[src/shared/smpc_cfg.svh]
// offsets, field positions, reset values and timing counts of the stop mode power controller
`ifndef SMPC_CFG_SVH
`define SMPC_CFG_SVH

// ************************************************************
// register byte offsets
// ************************************************************
`define SMPC_OFS_CONTROL          8'h00
`define SMPC_OFS_PMSC2            8'h04
`define SMPC_OFS_INT_STATUS       8'h08
`define SMPC_OFS_INT_CLEAR        8'h0C
`define SMPC_OFS_INT_ENABLE       8'h10

// ************************************************************
// control register fields
// ************************************************************
`define SMPC_CTL_DEEP_SEL         0
`define SMPC_CTL_LVD_EN           1
`define SMPC_CTL_LVD_STOP_EN      2
`define SMPC_CTL_RATE_LO          3
`define SMPC_CTL_RATE_HI          5
`define SMPC_CTL_IRQ_HIGH         6
`define SMPC_CTL_WIDTH            7
`define SMPC_CTL_RESET            7'h06

// ************************************************************
// power mode status control two fields
// ************************************************************
`define SMPC_PM_WAKE_FLAG         0
`define SMPC_PM_ACK               1
`define SMPC_PM_LATCHED           2

// ************************************************************
// interrupt status bits
// ************************************************************
`define SMPC_EV_DEEP_WAKE         0
`define SMPC_EV_SHALLOW_WAKE      1
`define SMPC_EV_REFUSED           2
`define SMPC_EV_RTI               3
`define SMPC_EV_WIDTH             4

// ************************************************************
// widths and timing
// ************************************************************
`define SMPC_PINS                 8
`define SMPC_CLK_PERIOD_PS        4000
`define SMPC_RTI_OSC_PERIOD_US    1000
`define SMPC_RTI_OSC_CYCLES       ((`SMPC_RTI_OSC_PERIOD_US * 1000000) / `SMPC_CLK_PERIOD_PS)
`define SMPC_OSC_CNT_W            18
`define SMPC_RTI_CNT_W            10

`endif

[src/shared/smpc_pkg.sv]
// types of the stop mode power controller
package smpc_pkg;

   // power state, one-hot
   typedef enum logic [3:0] {
      SMPC_RUN     = 4'b0001,
      SMPC_DEEP    = 4'b0010,
      SMPC_SHALLOW = 4'b0100,
      SMPC_RESTART = 4'b1000
   } smpc_state_e;

   // complete state of the top module
   typedef struct packed {
      smpc_state_e state;
      logic [6:0]  ctrl;
      logic        wake_flag;
      logic        latched;
      logic [7:0]  latch_out;
      logic [7:0]  latch_oe;
      logic [3:0]  int_status;
      logic [3:0]  int_enable;
      logic        wr_pend;
      logic [7:0]  wr_addr;
      logic [31:0] hrdata;
      logic        irq;
      logic        core_power_off;
      logic        regulator_standby;
      logic        adc_standby;
      logic        clock_halt;
      logic        clock_gen_off;
      logic        cpu_reset;
      logic        periph_reset;
      logic        wake_interrupt;
      logic [7:0]  pad_out;
      logic [7:0]  pad_oe;
   } smpc_state_s;

endpackage
[src/design/smpc_rti_timer.sv]
// ~1 kHz source divided down from hclk, stopped while rate select is 0, and periodic wake timer
`timescale 1ns/1ps
`default_nettype none
`include "smpc_cfg.svh"

module smpc_rti_timer #(
   parameter int OSC_CYCLES = `SMPC_RTI_OSC_CYCLES
) (
   // clock and reset
   input  wire logic       hclk,
   input  wire logic       hresetn,
   // rate select, 0 disables
   input  wire logic [2:0] rate_sel,
   // periodic wake pulse
   output logic            rti_tick
);

   typedef struct packed {
      logic [`SMPC_OSC_CNT_W-1:0] osc_cnt;
      logic [`SMPC_RTI_CNT_W-1:0] per_cnt;
      logic                       tick;
   } smpc_rti_s;

   smpc_rti_s r;
   smpc_rti_s next_r;

   // period in 1 kHz ticks for a rate select: 4, 8, ... 256
   function automatic logic [`SMPC_RTI_CNT_W-1:0] smpc_period(input logic [2:0] sel);
      smpc_period = `SMPC_RTI_CNT_W'(1) << ({1'b0, sel} + 4'h1);
   endfunction

   // source runs only while a rate is selected
   always_comb begin
      next_r      = r;
      next_r.tick = 1'b0;
      if (rate_sel == 3'h0) begin
         next_r.osc_cnt = '0;
         next_r.per_cnt = '0;
      end else if (r.osc_cnt == `SMPC_OSC_CNT_W'(OSC_CYCLES - 1)) begin
         next_r.osc_cnt = '0;
         if (r.per_cnt >= smpc_period(rate_sel) - `SMPC_RTI_CNT_W'(1)) begin
            next_r.per_cnt = '0;
            next_r.tick    = 1'b1;
         end else begin
            next_r.per_cnt = r.per_cnt + `SMPC_RTI_CNT_W'(1);
         end
      end else begin
         next_r.osc_cnt = r.osc_cnt + `SMPC_OSC_CNT_W'(1);
      end
   end

   // state register
   always_ff @(posedge hclk or negedge hresetn) begin
      if (!hresetn) begin
         r <= '0;
      end else begin
         r <= next_r;
      end
   end

   assign rti_tick = r.tick;

endmodule
`default_nettype wire

[src/design/smpc_top.sv]
// stop mode power controller: deep and shallow stop sequencing, pin latches, wake logic, registers
// ************************************************************
// ************************************************************
`timescale 1ns/1ps
`default_nettype none
`include "smpc_cfg.svh"

module smpc_top #(
   parameter int OSC_CYCLES = `SMPC_RTI_OSC_CYCLES
) (
   // clock and reset
   input  wire logic        hclk,
   input  wire logic        hresetn,
   // ahb-lite slave
   input  wire logic        hsel,
   input  wire logic [31:0] haddr,
   input  wire logic [1:0]  htrans,
   input  wire logic        hwrite,
   input  wire logic [2:0]  hsize,
   input  wire logic [31:0] hwdata,
   input  wire logic        hready,
   output logic [31:0]      hrdata,
   output logic             hreadyout,
   output logic             hresp,
   // cpu side
   input  wire logic        stop_exec,
   // wake pins
   input  wire logic        reset_pin_n,
   input  wire logic        irq_pin,
   input  wire logic [7:0]  keyboard_interrupt_pins,
   // pin drivers from port registers and peripherals
   input  wire logic [7:0]  port_out,
   input  wire logic [7:0]  port_oe,
   input  wire logic [7:0]  periph_en,
   input  wire logic [7:0]  periph_out,
   input  wire logic [7:0]  periph_oe,
   // pads
   output logic [7:0]       pad_out,
   output logic [7:0]       pad_oe,
   // power and clock controls
   output logic             core_power_off,
   output logic             regulator_standby,
   output logic             adc_standby,
   output logic             clock_halt,
   output logic             clock_gen_off,
   // cpu restart and vectoring
   output logic             cpu_reset,
   output logic             periph_reset,
   output logic             wake_interrupt,
   // interrupt
   output logic             irq
);
   import smpc_pkg::*;

   smpc_state_s r;
   smpc_state_s next_r;
   logic        rti_tick;
   logic        addr_rd;
   logic        addr_wr;
   logic        wr_ctrl;
   logic        wr_pm;
   logic        wr_clear;
   logic        wr_enable;
   logic        lvd_armed;
   logic        deep_wake;
   logic        shallow_irq;
   logic        shallow_wake;
   logic [3:0]  ev;

   // ************************************************************
   // periodic wake source
   // ************************************************************
   smpc_rti_timer #(
      .OSC_CYCLES (OSC_CYCLES)
   ) u_rti (
      .hclk     (hclk),
      .hresetn  (hresetn),
      .rate_sel (r.ctrl[`SMPC_CTL_RATE_HI:`SMPC_CTL_RATE_LO]),
      .rti_tick (rti_tick)
   );

   // ************************************************************
   // bus decode
   // ************************************************************

   // address phase qualifiers and data phase write strobes
   assign addr_rd   = hsel & hready & htrans[1] & ~hwrite;
   assign addr_wr   = hsel & hready & htrans[1] & hwrite;
   assign wr_ctrl   = r.wr_pend & (r.wr_addr == `SMPC_OFS_CONTROL);
   assign wr_pm     = r.wr_pend & (r.wr_addr == `SMPC_OFS_PMSC2);
   assign wr_clear  = r.wr_pend & (r.wr_addr == `SMPC_OFS_INT_CLEAR);
   assign wr_enable = r.wr_pend & (r.wr_addr == `SMPC_OFS_INT_ENABLE);

   // ************************************************************
   // wake and entry conditions
   // ************************************************************

   // detector counts as armed in stop only if both enables are set
   assign lvd_armed    = r.ctrl[`SMPC_CTL_LVD_EN] & r.ctrl[`SMPC_CTL_LVD_STOP_EN];
   // deep stop: irq is low-active whatever the polarity bit says
   assign deep_wake    = ~reset_pin_n | ~irq_pin | rti_tick;
   // shallow stop: irq honours the configured polarity
   assign shallow_irq  = (irq_pin == r.ctrl[`SMPC_CTL_IRQ_HIGH]) | (|keyboard_interrupt_pins) | rti_tick;
   assign shallow_wake = ~reset_pin_n | shallow_irq;

   // read data for an offset
   function automatic logic [31:0] smpc_read(input smpc_state_s s, input logic [7:0] a);
      logic [31:0] d;
      d = 32'h0000_0000;
      unique case (a)
         `SMPC_OFS_CONTROL:    d[`SMPC_CTL_WIDTH-1:0] = s.ctrl;
         `SMPC_OFS_PMSC2: begin
            d[`SMPC_PM_WAKE_FLAG] = s.wake_flag;
            d[`SMPC_PM_LATCHED]   = s.latched;
         end
         `SMPC_OFS_INT_STATUS: d[`SMPC_EV_WIDTH-1:0] = s.int_status;
         `SMPC_OFS_INT_ENABLE: d[`SMPC_EV_WIDTH-1:0] = s.int_enable;
         default:              d = 32'h0000_0000;
      endcase
      return d;
   endfunction

   // ************************************************************
   // next state
   // ************************************************************
   always_comb begin
      next_r                = r;
      ev                    = 4'h0;
      next_r.cpu_reset      = 1'b0;
      next_r.periph_reset   = 1'b0;
      next_r.wake_interrupt = 1'b0;

      // bus address phase, zero wait states
      next_r.wr_pend = addr_wr;
      if (addr_wr) begin
         next_r.wr_addr = haddr[7:0];
      end
      if (addr_rd) begin
         next_r.hrdata = smpc_read(r, haddr[7:0]);
      end

      // register writes in the data phase
      if (wr_ctrl) begin
         next_r.ctrl = hwdata[`SMPC_CTL_WIDTH-1:0];
      end
      if (wr_enable) begin
         next_r.int_enable = hwdata[`SMPC_EV_WIDTH-1:0];
      end
      if (wr_pm && hwdata[`SMPC_PM_ACK]) begin
         next_r.latched   = 1'b0;
         next_r.wake_flag = 1'b0;
      end

      // power sequencing
      unique case (r.state)
         SMPC_RUN: begin
            if (stop_exec) begin
               if (!r.ctrl[`SMPC_CTL_DEEP_SEL]) begin
                  next_r.state = SMPC_SHALLOW;
               end else if (lvd_armed) begin
                  ev[`SMPC_EV_REFUSED] = 1'b1;
               end else begin
                  next_r.state     = SMPC_DEEP;
                  next_r.latched   = 1'b1;
                  next_r.latch_out = r.pad_out;
                  next_r.latch_oe  = r.pad_oe;
               end
            end
         end
         SMPC_DEEP: begin
            if (deep_wake) begin
               next_r.state = SMPC_RESTART;
               ev[`SMPC_EV_DEEP_WAKE] = 1'b1;
               next_r.wake_flag = 1'b1;
            end
         end
         SMPC_SHALLOW: begin
            if (shallow_wake) begin
               ev[`SMPC_EV_SHALLOW_WAKE] = 1'b1;
               if (!reset_pin_n) begin
                  next_r.state = SMPC_RESTART;
               end else begin
                  next_r.state          = SMPC_RUN;
                  next_r.wake_interrupt = 1'b1;
               end
            end
         end
         SMPC_RESTART: begin
            // power-on style restart; latches and wake flag survive
            next_r.state        = SMPC_RUN;
            next_r.cpu_reset    = 1'b1;
            next_r.periph_reset = 1'b1;
            next_r.ctrl         = `SMPC_CTL_RESET;
            next_r.int_enable   = 4'h0;
         end
      endcase

      // sticky events, a set wins over a clear in the same cycle
      ev[`SMPC_EV_RTI] = rti_tick;
      if (wr_clear) begin
         next_r.int_status = r.int_status & ~hwdata[`SMPC_EV_WIDTH-1:0];
      end
      next_r.int_status = next_r.int_status | ev;
      next_r.irq        = |(next_r.int_status & next_r.int_enable);

      // power and clock controls of the next state
      next_r.core_power_off    = (next_r.state == SMPC_DEEP);
      next_r.regulator_standby = (next_r.state == SMPC_DEEP) || (next_r.state == SMPC_SHALLOW);
      next_r.adc_standby       = next_r.regulator_standby;
      next_r.clock_halt        = next_r.regulator_standby;
      next_r.clock_gen_off     = next_r.regulator_standby;

      // pad drive: latch, else peripheral if enabled, else port registers
      if (next_r.latched) begin
         next_r.pad_out = next_r.latch_out;
         next_r.pad_oe  = next_r.latch_oe;
      end else begin
         // shallow stop keeps driving from retained logic
         // port values at reset state when not restored
         for (int i = 0; i < `SMPC_PINS; i++) begin
            next_r.pad_out[i] = periph_en[i] ? periph_out[i] : port_out[i];
            next_r.pad_oe[i]  = periph_en[i] ? periph_oe[i]  : port_oe[i];
         end
      end
   end

   // ************************************************************
   // state register
   // ************************************************************
   always_ff @(posedge hclk or negedge hresetn) begin
      if (!hresetn) begin
         r       <= '0;
         r.state <= SMPC_RUN;
         r.ctrl  <= `SMPC_CTL_RESET;
      end else begin
         r <= next_r;
      end
   end

   // outputs straight from the state register, except hreadyout and hresp which are tied constant
   assign hrdata            = r.hrdata;
   assign hreadyout         = 1'b1;
   assign hresp             = 1'b0;
   assign pad_out           = r.pad_out;
   assign pad_oe            = r.pad_oe;
   assign core_power_off    = r.core_power_off;
   assign regulator_standby = r.regulator_standby;
   assign adc_standby       = r.adc_standby;
   assign clock_halt        = r.clock_halt;
   assign clock_gen_off     = r.clock_gen_off;
   assign cpu_reset         = r.cpu_reset;
   assign periph_reset      = r.periph_reset;
   assign wake_interrupt    = r.wake_interrupt;
   assign irq               = r.irq;

endmodule
`default_nettype wire

[config.mk]
export PLATFORM = sky130hd
export DESIGN_NAME = smpc_top
export DESIGN_NICKNAME = d
export VERILOG_FILES = /design/src/shared/smpc_pkg.sv /design/src/design/smpc_rti_timer.sv /design/src/design/smpc_top.sv
export VERILOG_INCLUDE_DIRS = /design/src /design/src/shared
export SDC_FILE = /design/constraint.sdc
export NUM_CORES = 1
export LEC_CHECK = 0
export BUFFER_PORTS_ARGS = -buffer_cell sky130_fd_sc_hd__buf_4
export CAP_MARGIN = 20
export CORE_MARGIN = 3
export CORE_UTILIZATION = 51
export CTS_BUF_LIST = sky130_fd_sc_hd__clkbuf_4 sky130_fd_sc_hd__clkbuf_8
export DETAILED_ROUTE_END_ITERATION = 10
export GPL_ROUTABILITY_DRIVEN = 0
export MAX_ROUTING_LAYER = met4
export PLACE_DENSITY = 0.8
export SKIP_CTS_REPAIR_TIMING = 1
export SLEW_MARGIN = 15
export SYNTH_ARGS = -nofsm -noshare
export SYNTH_HDL_FRONTEND = slang
export SYNTH_SLANG_ARGS = --single-unit
[constraint.sdc]
create_clock -name hclk -period 3.5 [get_ports hclk]
set_input_delay 0.7 -clock hclk [delete_from_list [all_inputs] [get_ports hclk]]
set_output_delay 0.7 -clock hclk [all_outputs]
set_load 0.02 [all_outputs]
==> metrics.md <==
| Metric | Value |
|---|---|
| Status | completed |
| Area share of the largest cell type after synthesis | 0.4443 |
| Type of origin of the critical path | flip-flop |
| Most used flip-flop cell after synthesis | dfrtp_1 |
| TritonCTS Sinks | 103 |
| Static Leak | 3.065 nW |
| Post-DRT Antenna Nets | 0 |
| FF-to-FF path depth | 13 |
| TritonRoute pass-1 iters | 4 |
| H-tree depth | 3 |
| Critical path arrival | 3.18 ns |
| Met1 global-route usage | 0.2496 |
| Vias/cell | 5.521 |
| Post-route insts no fill | 771 |
| Final global-route overflow total | 0 |
| Io pins | 184 |
| Initial DRC Count | 136 |
| Crit Path Category | flip-flop to flip-flop |
| Met2 Track Usage GR | 0.3321 |
| R2r startpoint | r[96] |
| Peak VDD IR | 234.4 uV |
| Largest stage delay, worst path | 0.39 ns |
| CP endpoint kind | flip-flop |
| Synth area leaders | dfrtp_1 44%, buf_4 7.3%, mux2_2 5.4% |
| Placed cells | 755 |
| Wire length per cell | 15.49 um |
| Gr usage total | 0.1994 |
| Die X | 111.1 um |
| PD cells | 471.5 nW/um2 |
| Starting Density | 0.5359 |
| Initial antenna violation count | 0 |
| Die area | 12340 um2 |
| Vias | 4257 |
| Mapped Avg Cell Area | 10.24 um2 |
| CTS tree | built |
| Nets | 768 |
| Dominant cell by count in the synthesized netlist | dfrtp_1 |
| Met3 GRT Util | 0.04585 |
| Most utilized layer in the global route result | met2 |
| Layout cells sized above 1 | 0.2646 |
| EDFF count, synth | 0 |
| Fin util | 0.6153 |
| Unique masters post-synth | 63 |
| RSZ-0062 raised after global routing | no |
| Vias in the first global route | 4105 |
| Setup TNS | 0 ns |
| Crit-path slowest cell | dfrtp_1 |
| Cts bufs inserted | 9 |
| Residual DRC | 0 |
| R2r setup slk | 0.59 ns |
| Worst reg2reg endpoint | u_rti.r[6] |
| Achievable Freq | 343.9 MHz |
| Seq/Total Area, Yosys | 0.4583 |
| First-pass GRT wire length | 19840 um |
| #FFs+latches synth | 103 |
| Post-route minimum period | 2.908 ns |
| Crit path max fanout | 11 |
| Maxcap violations | 0 |
| Area leader, netlist | dfrtp_1 |
| CTS max path bufs | 2 |
| Asr flop ratio synth | 1.000 |
| Setup Skew | 0.01649 ns |
| CTS root buf | clkbuf_8 |
| Netlist Area Pre-Place | 5632 um2 |
| Worst path cell trace | nor3_1 > inv_1 > ha_1 > nor2_1 > a21oi_1 > nor2_1 > a31oi_1 > ha_1 > a2111o_1 > a2111oi_1 > buf_4 > o221ai_1 > o21ai_0 |
| Core Area | 10510 um2 |
| Clk pin slew, worst setup/hold paths | 0.11 ns |
| Worst skew pair latency | 0.37 ns |
| Antenna Cells | 0 |
| Count of input and output buffers | 103 |
| HP Class | input pin to async pin |
| Final period util | 0.8308 |
| Routed WL | 11940 um |
| Largest net degree at the start of global routing | 66 |
| Syn-to-layout area delta | 14.82% |
| Cells after synthesis | 550 |
| Die height | 111.1 um |
| Final Hold Viols | 0 |
| Ys Warns | 0 |
| Num rows | 37 |
| Post-DP HPWL | 8987 um |
| Final setup viols | 0 |
| Slew Limit Fails | 0 |
| Required @ worst endpoint | 3.78 ns |
| Top cells by count, synth | 100 x dfrtp_1, 55 x buf_4, 51 x nand2_1 |
| Slew Limit Headroom | 0.4172 |
| Slew of the pin with the lowest slew margin | 0.8670 ns |
-- cells by family (layout without fill, tap and decap cells) --
kind of cell,count (synthesis),in the layout,synth area share
muxes,61,61,0.1191
adders and majority gates,14,14,0.03066
DFF,103,103,0.4583
buffers and inverters,93,150,0.1004
other,2,30,0.001334
and+or+nand+nor,185,185,0.1660
AOI/OAI and AO/OA,75,75,0.09776
xor gates and xnor gates,17,17,0.02644
-- power breakdown --
group / internal (W) / leakage, nW / switching (W)
logic: 0.000392 / 1.60 / 0.000524
clock network: 0.000268 / 0.0919 / 0.000427
registers: 0.00133 / 1.37 / 0.000110
total: 0.00199 / 3.07 / 0.00106
-- routing by layer --
layer  routed length (um)  share of wire  vias up
li1                     -              -     2028
met1                 5077           0.43     2092
met2                 6112           0.51      123
met3                  606          0.051       14
met4                  148          0.012        0
met5                    0              0        -
-- sequential cells by signal (all words and copies together) (netlist names) --
signal          count
r                  46
u_rti.r            28
pad_oe              8
pad_out             8
hrdata              7
clock_gen_off       1
core_power_off      1
cpu_reset           1
irq                 1
u_rti.rti_tick      1
wake_interrupt      1
-- cell type report --
cell class                 count  area (um2)
sequential                   103        2581
timing repair buffer         113       860.8
fill                         845        4043
clock buffer                   9       123.9
tap                          136       170.2
inverter                      21       78.83
clock inverter                 7       55.05
multi-input combinational    382        2596
-- stage by stage --
step / setup slack [ns] / hold WS [ns] / total power [W] / instance area, um2
after floorplan: 0.3297 / 0.4044 / 0.002071 / 5737
after global placement: 0.7144 / 0.4410 / 0.002320 / 6287
after detailed placement: 0.6106 / 0.4494 / 0.002368 / 6287
after CTS: 0.5771 / 0.4356 / 0.003065 / 6466
after global routing: 0.2961 / 0.4530 / 0.003226 / 6466
final: 0.5923 / 0.3915 / 0.003049 / 6466
-- how the worst max path moves through the flow --
stage,start,end,slack [ns],cells past startpoint
after floorplan,r[96],u_rti.r[4],0.33,14
after global placement,r[96],u_rti.r[9],0.71,13
after detailed placement,r[96],u_rti.r[6],0.61,13
after CTS,r[96],u_rti.r[6],0.58,13
after global routing,r[96],u_rti.r[3],0.30,13
final,r[96],u_rti.r[6],0.59,13
-- critical path: cells and delay by family, from the launching register on --
| kind | cells | cell delay, ns |
|---|---|---|
| AOI/OAI and AO/OA | 6 | 1.16 |
| DFF | 1 | 0.39 |
| buffers and inverters | 2 | 0.39 |
| adders and majority gates | 2 | 0.43 |
| and+or+nand+nor | 3 | 0.46 |
-- placed cells by master, fill, tap and decap left out, drive strengths merged, types with 13 or more instances in the layout --
master,count
dfrtp,100
xnor2,16
nor2,47
nand2,51
conb,30
buf,113
mux2i,13
ha,13
mux2,48
inv,22
nor3,17
o21ai,20
nand3,16
Note: power is estimated with default switching activity, not from simulation.
